**src/bmsd_pkg.sv**
```systemverilog
package bmsd_pkg;

	// Clock and timing
	localparam int CLK_PERIOD_NS   = 20;
	localparam int STRAP_SETTLE_NS = 100;
	localparam int STRAP_SETTLE_CYC =
		(STRAP_SETTLE_NS + CLK_PERIOD_NS - 1) / CLK_PERIOD_NS;
	localparam int ROM_STAGE_NS    = 200;
	localparam int ROM_STAGE_CYC   =
		(ROM_STAGE_NS + CLK_PERIOD_NS - 1) / CLK_PERIOD_NS;
	localparam logic [3:0] SETTLE_LAST = 4'(STRAP_SETTLE_CYC - 1);
	localparam logic [3:0] ROM_LAST    = 4'(ROM_STAGE_CYC - 1);

	// Strap pin positions on the multiplexed I/O bus
	localparam int MIO_LO       = 2;
	localparam int MIO_HI       = 8;
	localparam int MIO_JTAG     = 2;
	localparam int MIO_NOR_BIT  = 3;
	localparam int MIO_SRC_LO   = 4;
	localparam int MIO_SRC_HI   = 5;
	localparam int MIO_PLL      = 6;
	localparam int MIO_VMODE0   = 7;
	localparam int MIO_VMODE1   = 8;

	// Source pin pairs {io5, io4}
	localparam logic [1:0] PAIR_JTAG = 2'h0;
	localparam logic [1:0] PAIR_QSPI = 2'h2;
	localparam logic [1:0] PAIR_SD   = 2'h3;

	// APB register byte offsets
	localparam logic [11:0] REG_STATUS = 12'h000;
	localparam logic [11:0] REG_CTRL   = 12'h004;
	localparam logic [11:0] REG_STAGE  = 12'h008;
	localparam logic [11:0] REG_FLAGS  = 12'h00C;

	// Field positions
	localparam int CTRL_RECONFIG = 0;
	localparam int FLAG_PROG     = 0;
	localparam int FLAG_AUTH     = 1;
	localparam int STAT_STRAP_LO = 0;
	localparam int STAT_MODE_LO  = 8;
	localparam int STAT_FN_BIT   = 16;
	localparam int STAGE_ST_LO   = 0;
	localparam int STAGE_SECURE  = 8;
	localparam int STAGE_DONE    = 9;
	localparam logic [31:0] CTRL_RESET = 32'h0000_0000;

	typedef enum logic [2:0] {
		SRC_JTAG = 3'h0,
		SRC_QSPI = 3'h1,
		SRC_SD   = 3'h2,
		SRC_BAD  = 3'h7
	} bmsd_src_t;

	typedef struct packed {
		logic      valid;
		logic      bank501_1v8;
		logic      bank500_1v8;
		logic      pll_bypass;
		logic      jtag_indep;
		bmsd_src_t src;
	} bmsd_mode_t;

	typedef enum logic [5:0] {
		ST_SAMPLE  = 6'h01,
		ST_ROM     = 6'h02,
		ST_FSBL    = 6'h04,
		ST_LOAD_PL = 6'h08,
		ST_RUN     = 6'h10,
		ST_FAIL    = 6'h20
	} bmsd_state_t;

endpackage

```
**src/bmsd_strap_capture.sv**
```systemverilog
`timescale 1ns/1ps
module bmsd_strap_capture
	import bmsd_pkg::*;
(
	input  wire logic                   pclk,
	input  wire logic                   presetn,
	input  wire logic [MIO_HI:MIO_LO]   multiplexed_io_in,
	output logic      [MIO_HI:MIO_LO]   strap,
	output logic                        captured
);

	logic [3:0] settle;

	// Count settle cycles after reset release
	always_ff @(posedge pclk or negedge presetn)
	begin
		if (!presetn)
			settle <= 4'h0;
		else if (!captured && settle != SETTLE_LAST)
			settle <= settle + 4'h1;
	end

	// One capture, then held until next reset
	always_ff @(posedge pclk or negedge presetn)
	begin
		if (!presetn)
		begin
			strap    <= '0;
			captured <= 1'b0;
		end
		else if (!captured && settle == SETTLE_LAST)
		begin
			strap    <= multiplexed_io_in;
			captured <= 1'b1;
		end
	end

endmodule

```
**src/bmsd_mode_decode.sv**
```systemverilog
`timescale 1ns/1ps
module bmsd_mode_decode
	import bmsd_pkg::*;
(
	input  wire logic [MIO_HI:MIO_LO] strap,
	input  wire logic                 captured,
	output bmsd_mode_t                mode
);

	logic [1:0] pair;

	always_comb
	begin
		pair = {strap[MIO_SRC_HI], strap[MIO_SRC_LO]};
		mode.valid       = captured;
		mode.jtag_indep  = strap[MIO_JTAG];
		mode.pll_bypass  = strap[MIO_PLL];
		mode.bank500_1v8 = strap[MIO_VMODE0];
		mode.bank501_1v8 = strap[MIO_VMODE1];
		// NOR select bit set means an unsupported source
		if (strap[MIO_NOR_BIT])
			mode.src = SRC_BAD;
		else if (pair == PAIR_QSPI)
			mode.src = SRC_QSPI;
		else if (pair == PAIR_SD)
			mode.src = SRC_SD;
		else if (pair == PAIR_JTAG)
			mode.src = SRC_JTAG;
		else
			mode.src = SRC_BAD;
	end

endmodule

```
**src/bmsd_boot_ctrl.sv**
```systemverilog
// Overview of operation
// - At reset release, sample mode straps and pick the primary boot source.
// - Straps share I/O 2..8; sampling ends before pins go functional.
// - Multi-stage boot, secure or not; this block masters the whole boot.
// - I/O 2 low gives cascade JTAG, high gives independent JTAG.
// - Boot mode bits 2..0 come from I/O 5 down to 3.
// - I/O5 high, I/O4 low is QSPI; both high SD; both low JTAG.
// - I/O 6 controls PLL use; board ties it low, PLL enabled.
// - I/O 8..7 set bank voltage: bit0 low 3.3V, bit1 high 1.8V.
// - Logic loaded by this block; program pulse never reconfigures it.
// - Init pin never holds boot; reset and the wait for pl_cfg_done delay it, only power-on reset restarts it.
// - Low pull-up control enables I/O pull-ups during configuration.
`timescale 1ns/1ps
module bmsd_boot_ctrl
	import bmsd_pkg::*;
(
	input  wire logic                 pclk,
	input  wire logic                 presetn,
	input  wire logic [31:0]          paddr,
	input  wire logic                 psel,
	input  wire logic                 penable,
	input  wire logic                 pwrite,
	input  wire logic [31:0]          pwdata,
	output logic      [31:0]          prdata,
	output logic                      pready,
	output logic                      pslverr,
	input  wire logic [MIO_HI:MIO_LO] multiplexed_io_in,
	input  wire logic                 image_secure,
	input  wire logic                 auth_pass,
	input  wire logic                 program_req_n,
	input  wire logic                 config_pullup_control_n,
	input  wire logic                 pl_cfg_done,
	output logic                      mio_function_en,
	output bmsd_mode_t                boot_mode,
	output logic                      pl_cfg_start,
	output logic                      pl_configured,
	output logic                      config_pullup_en,
	output logic                      secure_boot,
	output logic                      boot_failed
);

	logic [MIO_HI:MIO_LO] strap;
	logic                 captured;
	bmsd_mode_t           decoded;
	bmsd_state_t          state;
	bmsd_state_t          next_state;
	logic [3:0]           rom_cnt;
	logic                 prog_d;
	logic                 prog_seen;
	logic                 auth_fail;
	logic                 reconfig_req;
	logic                 wr_en;
	logic                 rd_en;
	logic                 addr_ok;
	logic                 wr_ctrl;
	logic                 wr_flags;
	logic [31:0]          next_prdata;

	// Word match for register decode
	function automatic logic hit(input logic [31:0] a,
		input logic [11:0] off);
		hit = (a[31:12] == 20'h0_0000) && (a[11:0] == off);
	endfunction

	bmsd_strap_capture u_capture
	(
		.pclk              (pclk),
		.presetn           (presetn),
		.multiplexed_io_in (multiplexed_io_in),
		.strap             (strap),
		.captured          (captured)
	);

	bmsd_mode_decode u_decode
	(
		.strap    (strap),
		.captured (captured),
		.mode     (decoded)
	);

	// APB handshake: zero wait states
	assign pready  = 1'b1;
	assign addr_ok = hit(paddr, REG_STATUS) || hit(paddr, REG_CTRL)
		|| hit(paddr, REG_STAGE) || hit(paddr, REG_FLAGS);
	assign pslverr = psel && penable && !addr_ok;
	assign wr_en   = psel && penable && pwrite && addr_ok;
	assign rd_en   = psel && !penable && !pwrite;
	assign wr_ctrl  = wr_en && hit(paddr, REG_CTRL);
	assign wr_flags = wr_en && hit(paddr, REG_FLAGS);

	// Pins go to their normal function only after capture
	always_ff @(posedge pclk or negedge presetn)
	begin
		if (!presetn)
			mio_function_en <= 1'b0;
		else
			mio_function_en <= captured;
	end

	// Decoded mode registered and frozen after capture
	always_ff @(posedge pclk or negedge presetn)
	begin
		if (!presetn)
			boot_mode <= '0;
		else if (captured && !boot_mode.valid)
			boot_mode <= decoded;
	end

	// Software reconfiguration request, pending until taken in run
	always_ff @(posedge pclk or negedge presetn)
	begin
		if (!presetn)
			reconfig_req <= CTRL_RESET[CTRL_RECONFIG];
		else if (wr_ctrl && pwdata[CTRL_RECONFIG])
			reconfig_req <= 1'b1;
		else if (state == ST_RUN)
			reconfig_req <= 1'b0;
	end

	// Program request edges are only recorded
	always_ff @(posedge pclk or negedge presetn)
	begin
		if (!presetn)
			prog_d <= 1'b1;
		else
			prog_d <= program_req_n;
	end

	always_ff @(posedge pclk or negedge presetn)
	begin
		if (!presetn)
			prog_seen <= 1'b0;
		else if (prog_d && !program_req_n)
			prog_seen <= 1'b1;
		else if (wr_flags && pwdata[FLAG_PROG])
			prog_seen <= 1'b0;
	end

	// Secure image check result
	always_ff @(posedge pclk or negedge presetn)
	begin
		if (!presetn)
			secure_boot <= 1'b0;
		else if (state == ST_ROM && rom_cnt == ROM_LAST)
			secure_boot <= image_secure;
	end

	always_ff @(posedge pclk or negedge presetn)
	begin
		if (!presetn)
			auth_fail <= 1'b0;
		else if (state == ST_FSBL && secure_boot && !auth_pass)
			auth_fail <= 1'b1;
		else if (wr_flags && pwdata[FLAG_AUTH])
			auth_fail <= 1'b0;
	end

	// Boot ROM stage timer
	always_ff @(posedge pclk or negedge presetn)
	begin
		if (!presetn)
			rom_cnt <= 4'h0;
		else if (state != ST_ROM)
			rom_cnt <= 4'h0;
		else if (rom_cnt != ROM_LAST)
			rom_cnt <= rom_cnt + 4'h1;
	end

	// Boot sequencer: no wait on any init pin; held by reset, strap capture, the ROM timer and pl_cfg_done
	always_comb
	begin
		next_state = state;
		unique case (state)
			ST_SAMPLE:
			begin
				if (boot_mode.valid)
					next_state = ST_ROM;
			end
			ST_ROM:
			begin
				if (rom_cnt == ROM_LAST)
				begin
					if (boot_mode.src == SRC_BAD)
						next_state = ST_FAIL;
					else
						next_state = ST_FSBL;
				end
			end
			ST_FSBL:
			begin
				if (secure_boot && !auth_pass)
					next_state = ST_FAIL;
				else
					next_state = ST_LOAD_PL;
			end
			ST_LOAD_PL:
			begin
				if (pl_cfg_done)
					next_state = ST_RUN;
			end
			ST_RUN:
			begin
				if (reconfig_req)
					next_state = ST_LOAD_PL;
			end
			ST_FAIL:
			begin
				next_state = ST_FAIL;
			end
			default:
			begin
				next_state = ST_FAIL;
			end
		endcase
	end

	always_ff @(posedge pclk or negedge presetn)
	begin
		if (!presetn)
			state <= ST_SAMPLE;
		else
			state <= next_state;
	end

	// Start pulse on each entry to logic configuration
	always_ff @(posedge pclk or negedge presetn)
	begin
		if (!presetn)
			pl_cfg_start <= 1'b0;
		else
			pl_cfg_start <= (next_state == ST_LOAD_PL)
				&& (state != ST_LOAD_PL);
	end

	always_ff @(posedge pclk or negedge presetn)
	begin
		if (!presetn)
			pl_configured <= 1'b0;
		else if (next_state == ST_LOAD_PL)
			pl_configured <= 1'b0;
		else if (state == ST_LOAD_PL && pl_cfg_done)
			pl_configured <= 1'b1;
	end

	// Pull-ups only while configuring and control held low
	always_ff @(posedge pclk or negedge presetn)
	begin
		if (!presetn)
			config_pullup_en <= 1'b0;
		else
			config_pullup_en <= (next_state == ST_LOAD_PL)
				&& !config_pullup_control_n;
	end

	always_ff @(posedge pclk or negedge presetn)
	begin
		if (!presetn)
			boot_failed <= 1'b0;
		else
			boot_failed <= (next_state == ST_FAIL);
	end

	// Read data mux
	always_comb
	begin
		next_prdata = 32'h0000_0000;
		if (hit(paddr, REG_STATUS))
		begin
			next_prdata[STAT_STRAP_LO +: $bits(strap)] = strap;
			next_prdata[STAT_MODE_LO +: $bits(bmsd_mode_t)]
				= boot_mode;
			next_prdata[STAT_FN_BIT] = mio_function_en;
		end
		else if (hit(paddr, REG_CTRL))
			next_prdata[CTRL_RECONFIG] = reconfig_req;
		else if (hit(paddr, REG_STAGE))
		begin
			next_prdata[STAGE_ST_LO +: $bits(state)] = state;
			next_prdata[STAGE_SECURE] = secure_boot;
			next_prdata[STAGE_DONE]   = pl_configured;
		end
		else if (hit(paddr, REG_FLAGS))
		begin
			next_prdata[FLAG_PROG] = prog_seen;
			next_prdata[FLAG_AUTH] = auth_fail;
		end
	end

	always_ff @(posedge pclk or negedge presetn)
	begin
		if (!presetn)
			prdata <= 32'h0000_0000;
		else if (rd_en)
			prdata <= next_prdata;
	end

endmodule

```
**config.mk**
```make
export PLATFORM = sky130hd
export DESIGN_NAME = bmsd_boot_ctrl
export DESIGN_NICKNAME = d
export VERILOG_FILES = /design/src/bmsd_pkg.sv /design/src/bmsd_strap_capture.sv /design/src/bmsd_mode_decode.sv /design/src/bmsd_boot_ctrl.sv
export SDC_FILE = /design/constraint.sdc
export NUM_CORES = 1
export LEC_CHECK = 0
export BUFFER_PORTS_ARGS = -buffer_cell sky130_fd_sc_hd__buf_2
export CAP_MARGIN = 0
export CORE_MARGIN = 2
export CORE_UTILIZATION = 50
export CTS_CLUSTER_SIZE = 8
export DETAILED_ROUTE_END_ITERATION = 10
export GPL_TIMING_DRIVEN = 0
export PLACE_DENSITY = 0.85
export SYNTH_ARGS = -nofsm -noshare
export SYNTH_HDL_FRONTEND = slang
export SYNTH_SLANG_ARGS = --single-unit
```
**constraint.sdc**
```tcl
create_clock -name pclk -period 3.6 [get_ports pclk]
set_input_delay 0.18 -clock pclk [delete_from_list [all_inputs] [get_ports pclk]]
set_output_delay 0.18 -clock pclk [all_outputs]
set_load 0.05 [all_outputs]
```
==> results of run 1 <==
[registers in the layout, indices dropped and copies added (netlist names)]
| signal | cells |
|---|---|
| auth_fail | 1 |
| rom_cnt | 4 |
| secure_boot | 1 |
| u_capture.strap | 7 |
| pl_cfg_start | 1 |
| reconfig_req | 1 |
| u_capture.captured | 1 |
| state | 6 |
| boot_failed | 1 |
| u_capture.settle | 4 |
| prog_seen | 1 |
| prog_d | 1 |
| pl_configured | 1 |
| config_pullup_en | 1 |
| mio_function_en | 1 |
| prdata | 16 |
| boot_mode | 8 |
[synth_stat cells (2+ instances only)]
| cell | n | area (sq um) |
|---|---|---|
| dfrtp_1 | 54 | 1350 |
| nand2_1 | 25 | 93.8 |
| o21ai_0 | 19 | 95.1 |
| buf_4 | 17 | 128 |
| nor2_1 | 15 | 56.3 |
| nand3_1 | 12 | 60.1 |
| nor3_1 | 12 | 60.1 |
| mux2_2 | 10 | 113 |
| clkbuf_1 | 9 | 33.8 |
| inv_1 | 9 | 33.8 |
| nor4_1 | 9 | 56.3 |
| mux2i_1 | 8 | 80.1 |
| a22o_1 | 7 | 61.3 |
| ha_1 | 5 | 62.6 |
| nor2b_1 | 5 | 31.3 |
| nand4_1 | 4 | 25.0 |
| xnor2_1 | 4 | 35.0 |
| a21oi_1 | 3 | 15.0 |
| nand2b_1 | 3 | 18.8 |
| xor2_1 | 3 | 26.3 |
| a31oi_1 | 2 | 12.5 |
| and3_1 | 2 | 12.5 |
| conb_1 | 2 | 7.51 |
| dfstp_2 | 2 | 52.6 |
| nor3b_1 | 2 | 15.0 |
| o221ai_1 | 2 | 17.5 |
| o41ai_1 | 2 | 17.5 |
| or2_2 | 2 | 12.5 |
[power groups by stage]
stage	Sequential [mW]	Clock, mW	Combinational (mW)
floorplan	0.675	0	0.0855
global placement	0.660	0	0.155
detailed placement	0.660	0	0.157
CTS	0.648	0.351	0.158
global route	0.650	0.378	0.171
finish	0.648	0.346	0.158
[area by class of cell]
type	instances	area [sq um]	share of cell area (%)
multi-input cells	187	1190	34.8
plain buffers	29	181	5.32
repair buffers	83	425	12.5
clock inverters	2	16.3	0.477
inverters	9	33.8	0.990
well taps	72	90.1	2.64
flip-flops and latches	56	1400	41.1
clock buffers	6	72.6	2.13
[worst register-to-register path: stages, from the launching register on]
cell and delay [ns]:
dfrtp_1 0.39, buf_6 0.14, or3_1 0.34, clkbuf_2 0.17, nor4_1 0.53, nor2_1 0.14, o221ai_1 0.13
[worst max path at each step]
| stage | start | endpoint | cells past startpoint |
|---|---|---|---|
| final | state[1]$_DFF_PN0_ | boot_failed$_DFF_PN0_ | 6 |
| after global routing | state[1]$_DFF_PN0_ | auth_fail$_DFFE_PN0P_ | 6 |
| after CTS | state[1]$_DFF_PN0_ | auth_fail$_DFFE_PN0P_ | 6 |
| after detailed placement | state[1]$_DFF_PN0_ | auth_fail$_DFFE_PN0P_ | 6 |
| after global placement | state[1]$_DFF_PN0_ | auth_fail$_DFFE_PN0P_ | 6 |
| after floorplan | state[3]$_DFF_PN0_ | secure_boot$_DFFE_PN0P_ | 4 |
[logic make-up (layout without fill, tap and decap cells)]
kind of cell               Yosys count  count (layout)  synth area share [%]
and+or+nand+nor                     98              98                  18.7
DFF                                 56              56                  51.0
AOI/OAI and AO/OA                   40              40                  9.32
buffers and inverters               38             129                  7.82
muxes                               20              20                  8.37
xor gates and xnor gates             7               7                  2.23
adders and majority gates            5               5                  2.27
other                                2              17                 0.273
[per-stage QoR]
stage | worst slack [ns] | area (sq um) | utilization (%)
after floorplan | 1.83 | 2810 | -
after global placement | 1.75 | 3300 | 61.1
after detailed placement | 1.71 | 3300 | 61.1
after CTS | 1.68 | 3400 | 62.9
after global routing | 1.55 | 3410 | 63.1
final | 1.65 | 3410 | 63.1
[layer usage]
layer  vias to the layer above  GRT usage (%)  share of wire [%]
li1                       1109              -                  -
met1                      1102           27.4                 44
met2                        56           35.8                 50
met3                         7           4.94                4.8
met4                         0           7.54                1.6
met5                         -              0                  0
==> reports/metrics.cfg, run 1 <==
[detailed_routing]
drtIter0Drc=146
antenna_left=0
wl_per_cell_microns=13.7
postRouteWirelength_mm=6.09
via_per_inst=5.12
drc=0
route.vias.total=2274
firstDrtPassIters=4

[place]
portBuffers=81
dp_hpwl_mm=4.59
numPlacedInstances=434
gp_congestion=0.830

[timing]
min_period_over_period_pct=54.2
tightest_slew_ns=1.34
hold_ws_ns=0.0682
fin_tns_setup_ns=0
skew_ns=0.00897
min_period_ns=1.95
hold_viol=0
rsz0062_at_grt=no
setup_viol=0
drv_slew=0
max_freq_ghz=0.513
relSlewSlack_pct=10.2

[clock_network]
clock-sinks=56
hold_buffers=1
root_buffer=clkbuf_8
clk_pin_slew_ns=0.10
cts_buffer_depth=2
cts_tree=yes
cts_buffers=5
htreeDepth=2
clk-insertion-delay-late_ns=0.32
cts_setup_buffers=0
ctsResizeCount=0

[cells_and_area]
fin_cells=444
drive_gt1_share_pct=34.1
mostFrequentLayoutCells=buf_2 (81), dfrtp_1 (54), nand2_1 (25)
nNetsFinal=457
final_common_cell=buf_2
area_growth_pct=24.0
n_antenna_cell=0
fillers=447

[grt]
grt_first_pass_wirelength_mm=10.2
grt_pass1_vias=2216
track_usage_pct=21.4
grt_overflow=0
antenna_found_initial=0
grt_max_degree=57

[power]
p_total_mw=1.15
clockPowerShare_pct=30.0
seq_power_share_pct=56.2
power_frac_comb_pct=13.7
swShare_pct=27.9
peakVddDrop_v=0.000236
power.leakage_nw=1.64
power_density_mw_per_mm2=338
internal_power_uw=832
p_sw_uw=321

[worst_hold_path]
hold_end=u_capture.strap[5]$_DFFE_PN0P_
hp-start=multiplexed_io_in[5]
whs_path_depth=3
hp-class=in2reg

[critical_path]
cpPeakStageDelay_ns=0.53
crit_type=reg2reg
worstPathArrival_ns=2.17
crit_buf_inv=2
path_cells=buf_6 > or3_1 > clkbuf_2 > nor4_1 > nor2_1 > o221ai_1
rr_worst_depth=6
slowest_stage=nor4_1
r2r_slack_ns=1.65
required_ns=3.82
critPathTopFamily=simple AND/OR/NAND/NOR gates
cp_max_fo=9
crit_path_end_kind=flip-flop
start_kind=flip-flop
rr_startpoint=state[1]$_DFF_PN0_
reg2reg_to=boot_failed$_DFF_PN0_

[synth]
synth_seq_cells=56
syn_inst=266
synth-edff-count=0
synth_cell_types=45
synth_flop_cell=dfrtp_1
syn_avg_cell_area_sq_um=10.3
async_flop_share_pct=100
synth_area_sq_mm=0.00275
seq_area_frac_synth_pct=51.0
synth.yosys.warnings=0

[floorplanning]
dieHeight_microns=78.2
die_w_microns=78.2
core_region_area_sq_mm=0.00541
dieArea_sq_mm=0.00611
rows=27
initial_utilization_pct=50.9
ios=129

[run]
maxCapViolCount=0

[run_status]
status=finished clean

(Power assumes the default switching activity.)
==> run 2, diff against run 1 <==
CORE_UTILIZATION = 42   (was 50)
PLACE_DENSITY = 0.76   (was 0.85)
clock period = 1.6 ns   (was 3.6 ns; I/O delays follow)
==> run 2 against run 1 <==
Effect of this change:
- the run now ends with setup timing left
- clock power is 130% higher
- sequential share of layout area is 2.8 points lower
- utilization is 5.5 points lower
- global-route usage is 2.7 points lower
- sequential power is 130% higher
- via count is 2.9% higher
- critical path depth is 2 lower
- total power is 130% higher
- register-to-register slack worse by 1.8 ns
- clock skew hardly changed
- critical path type unchanged
- highest routed layer unchanged
==> reports/metrics.cfg, run 2 (synthesis gave the netlist of run 1 again) <==
[clock_network]
clk_pin_slew_ns=0.11
root_buffer=clkbuf_8
cts_tree=yes
cts_buffer_depth=2
clk-insertion-delay-late_ns=0.31
cts_buffers=5
htreeDepth=2
clock-sinks=56

[timing]
setup_slack_ns=-0.150
hold_viol=0
drv_slew=0
relSlewSlack_pct=21.2
fin_tns_setup_ns=-0.406
max_freq_ghz=0.572
rsz0062_at_grt=yes
hold_ws_ns=0.00861
skew_ns=0.00865
setup_viol=4
min_period_ns=1.75
tightest_slew_ns=1.18
min_period_over_period_pct=109

[run]
maxCapViolCount=0

[power]
peakVddDrop_v=0.000577
power.leakage_nw=1.74
power_density_mw_per_mm2=719
p_total_mw=2.63

[detailed_routing]
postRouteWirelength_mm=6.52
via_per_inst=5.03
antenna_left=0
route.vias.total=2341
drc=0
drtIter0Drc=178
wl_per_cell_microns=14.0
firstDrtPassIters=4

[grt]
antenna_found_initial=0
grt_pass1_vias=2270
grt_overflow=0
grt_first_pass_wirelength_mm=10.8
grt_max_degree=57
track_usage_pct=18.7

[cells_and_area]
largest_register_ffs=16
mostFrequentLayoutCells=buf_2 (80), dfrtp_1 (54), buf_4 (26)
area_growth_pct=32.9
fin_cells=465
fin_area_sq_mm=0.00366
reg_top3=prdata: 16 flops, boot_mode: 8 flops, u_capture.strap: 7 flops
nNetsFinal=473
drive_gt1_share_pct=38.7
max_flop_register=prdata
n_antenna_cell=0
final_common_cell=buf_2
utilization_pct=57.6

[critical_path]
cp_max_fo=3
worstPathArrival_ns=1.96
rr_worst_depth=4
crit_type=reg2reg
required_ns=1.81
start_kind=flip-flop
crit_path_end_kind=flip-flop

[place]
numPlacedInstances=439
dp_hpwl_mm=4.68
gp_congestion=0.836
place_area_sq_mm=0.00332
place_ws_ns=-0.199
portBuffers=81

[run_status]
status=finished with violations
violations=setup timing

[floorplanning]
dieHeight_microns=84.9
ios=129
initial_utilization_pct=43.3
die_w_microns=84.9
core_region_area_sq_mm=0.00635
dieArea_sq_mm=0.00721
rows=29

[worst_hold_path]
hp-class=in2reg
whs_path_depth=2

-- run 2: power by group --
group | internal [mW] | switching (mW)
Combinational | 0.136 | 0.243
Sequential | 1.44 | 0.0230
Clock | 0.311 | 0.479
Total | 1.88 | 0.745
-- run 2: timing repair --
item,CTS,global route
hold endpoints to repair,8,55
setup endpoints to repair,10,19
pin swaps,3,3
resized for setup,3,20
setup buffers,4,4
hold buffers,8,2
-- run 2: per-layer routing --
layer | global-route usage [%] | vias up | wire length [microns]
li1 | - | 1138 | -
met1 | 25.3 | 1119 | 2760
met2 | 31.1 | 71 | 3320
met3 | 3.70 | 13 | 322
met4 | 4.62 | 0 | 110
met5 | 0 | - | 0
-- run 2: critical path, cell delays in order, from the launching register on --
cell      delay [ns]
dfrtp_1         0.39
or4_4           0.54
nand3b_4        0.17
or2_4           0.25
mux2_4          0.29
-- run 2: path summary, 6_finish.rpt --
kind | start | endpoint | slack (ns)
max | state[4]$_DFF_PN0_ | secure_boot$_DFFE_PN0P_ | -0.15
min | multiplexed_io_in[8] | u_capture.strap[8]$_DFFE_PN0P_ | 0.009
max reg2reg | state[4]$_DFF_PN0_ | secure_boot$_DFFE_PN0P_ | -0.15
min reg2reg | prdata[11]$_DFFE_PN0P_ | prdata[11]$_DFFE_PN0P_ | 0.48
max in group asynchronous | presetn | prdata[3]$_DFFE_PN0P_ | 0.78
min in group asynchronous | presetn | pl_cfg_start$_DFF_PN0_ | 0.34
-- run 2: layout make-up --
cell class                 instances  area [sq um]
buffer                            29           199
clock buffer                       5          68.8
clock inverter                     3          23.8
fill                             566          2690
inverter                           9          33.8
multi-input combinational        187          1260
sequential                        56          1400
tap                               77          96.3
timing repair buffer              99           568
==> run 3, diff against run 2 <==
SKIP_CTS_REPAIR_TIMING = 1   (was unset)
==> run 3 against run 2 <==
Effect of this change:
- the flow finishes with violations (hold timing, setup timing)
- flip-flop and latch count stayed put
- wire length is 0.11% lower
- maximum frequency is 1.4% lower
- via count is 1.2% lower
- global-route usage is 0.46 points lower
- non-clock buffer count is 2 lower
- count of clock-buffer cells in the layout stayed put
- highest routed layer unchanged
==> reports/metrics.cfg, run 3 (synthesis gave the netlist of run 1 again) <==
[cells_and_area]
max_flop_register=prdata
mostFrequentLayoutCells=buf_2 (81), dfrtp_1 (54), nand2_1 (25), buf_4 (25), o21ai_0 (19)
fin_area_sq_mm=0.00363
area_growth_pct=31.9
seqCellArea_sq_mm=0.00140
reg_top3=prdata: 16 flops, boot_mode: 8 flops, u_capture.strap: 7 flops
fillers=570
largest_register_ffs=16
nNetsFinal=471
multi_input_area_sq_mm=0.00126
drive_gt1_share_pct=38.3
final_common_cell=buf_2
n_antenna_cell=0

[clock_network]
cts_buffer_depth=2
clock-sinks=56
htreeDepth=2
clk_pin_slew_ns=0.10
root_buffer=clkbuf_8
cts_buffers=5
cts_tree=yes
clk-insertion-delay-late_ns=0.31

[timing]
hold_ws_ns=-0.00348
max_freq_ghz=0.563
relSlewSlack_pct=18.8
rsz0062_at_grt=yes
setup_viol=5
min_period_ns=1.77
min_period_over_period_pct=111
tightest_slew_ns=1.22
drv_slew=0
hold_viol=1
skew_ns=0.00481
setup_slack_ns=-0.175

[critical_path]
reg2reg_to=secure_boot$_DFFE_PN0P_
crit_type=reg2reg
rr_startpoint=state[4]$_DFF_PN0_
cp-startpoint=state[4]$_DFF_PN0_
crit_path_end_kind=flip-flop
cp_max_fo=3
path_cells=or4_4 > nand3b_4 > or2_4 > mux2_4
cpPeakStageDelay_ns=0.55
required_ns=1.81
start_kind=flip-flop
worstPathArrival_ns=1.98
rr_worst_depth=4
r2r_slack_ns=-0.17
slowest_stage=or4_4
critPathCapture=secure_boot$_DFFE_PN0P_

[worst_hold_path]
hp-class=in2reg

[floorplanning]
die_w_microns=84.9
dieArea_sq_mm=0.00721
ios=129
rows=29
core_region_area_sq_mm=0.00635
initial_utilization_pct=43.3
dieHeight_microns=84.9

[detailed_routing]
wl_per_cell_microns=14.1
via_per_inst=5.00
antenna_left=0
route.vias.total=2313
postRouteWirelength_mm=6.51
drtIter0Drc=149
drc=0
firstDrtPassIters=4

[grt]
grt_overflow=0
track_usage_pct=18.2
grt_max_degree=57
antenna_found_initial=0
grt_first_pass_wirelength_mm=10.6
grt_pass1_vias=2229

[power]
power.leakage_nw=1.72
power_frac_comb_pct=14.4
internal_power_mw=1.88
swShare_pct=28.2
p_total_mw=2.62
power_density_mw_per_mm2=723
p_sw_uw=741
peakVddDrop_v=0.000577
clockPowerShare_pct=29.9
seq_power_share_pct=55.7

[run_status]
status=finished with violations
violations=hold timing, setup timing

[place]
gp_congestion=0.836
dp_hpwl_mm=4.68
place_area_sq_mm=0.00332
portBuffers=81

[run]
maxCapViolCount=0

## run 3: cell types whose count changed in the layout (fill, tap and decap cells not counted)
cell	change
buf_2	+1
buf_4	-1
buf_6	-1
dlygate4sd3_1	-1
nor3_1	+1
nor3_2	-1
## run 3: how the worst min path moves through the flow
stage,startpoint,end,depth (start not counted)
after floorplan,presetn,auth_fail$_DFFE_PN0P_,0
after global placement,program_req_n,prog_d$_DFF_PN1_,1
after detailed placement,program_req_n,prog_d$_DFF_PN1_,1
after CTS,program_req_n,prog_d$_DFF_PN1_,1
after global routing,image_secure,secure_boot$_DFFE_PN0P_,2
final,image_secure,secure_boot$_DFFE_PN0P_,2
## run 3: routing by layer
layer	share of wire [%]	track usage (%)	vias to the layer above
met5	0	0	-
met1	43	24.5	1104
met3	4.8	4.18	14
li1	-	-	1133
met2	50	29.6	62
met4	1.9	5.48	0
## run 3: cell type report
type | instances | share of cell area (%)
Buffer | 29 | 5.31
Clock inverter | 3 | 0.655
Inverter | 9 | 0.931
Tap cell | 77 | 2.66
Multi-Input combinational cell | 187 | 34.7
Sequential cell | 56 | 38.7
Clock buffer | 5 | 1.90
Timing Repair Buffer | 97 | 15.2
## run 3: power groups by stage
stage	combinational (mW)	sequential (mW)	clock [mW]
floorplan	0.193	1.52	0
global placement	0.350	1.49	0
detailed placement	0.356	1.49	0
CTS	0.358	1.46	0.805
global route	0.408	1.46	0.871
finish	0.378	1.46	0.786
## run 3: through the flow
stage                     utilization, %  hold WS [ns]  setup TNS, ns  cells  worst slack, ns
after floorplan                        -        -0.216         -0.126    281           -0.126
after global placement              52.2         0.199         -0.582    439           -0.194
after detailed placement            52.2         0.203         -0.867    439           -0.199
after CTS                           53.7        -0.136          -1.09    447           -0.224
after global routing                57.1       0.00125         -0.911    463           -0.209
final                               57.1      -0.00348         -0.524    463           -0.175
## run 3: critical path, delay by kind of cell, from the launching register on
kind             cells  cell delay (ns)
multiplexers         1             0.29
AND/OR/NAND/NOR      3             0.98
flip-flops           1             0.39
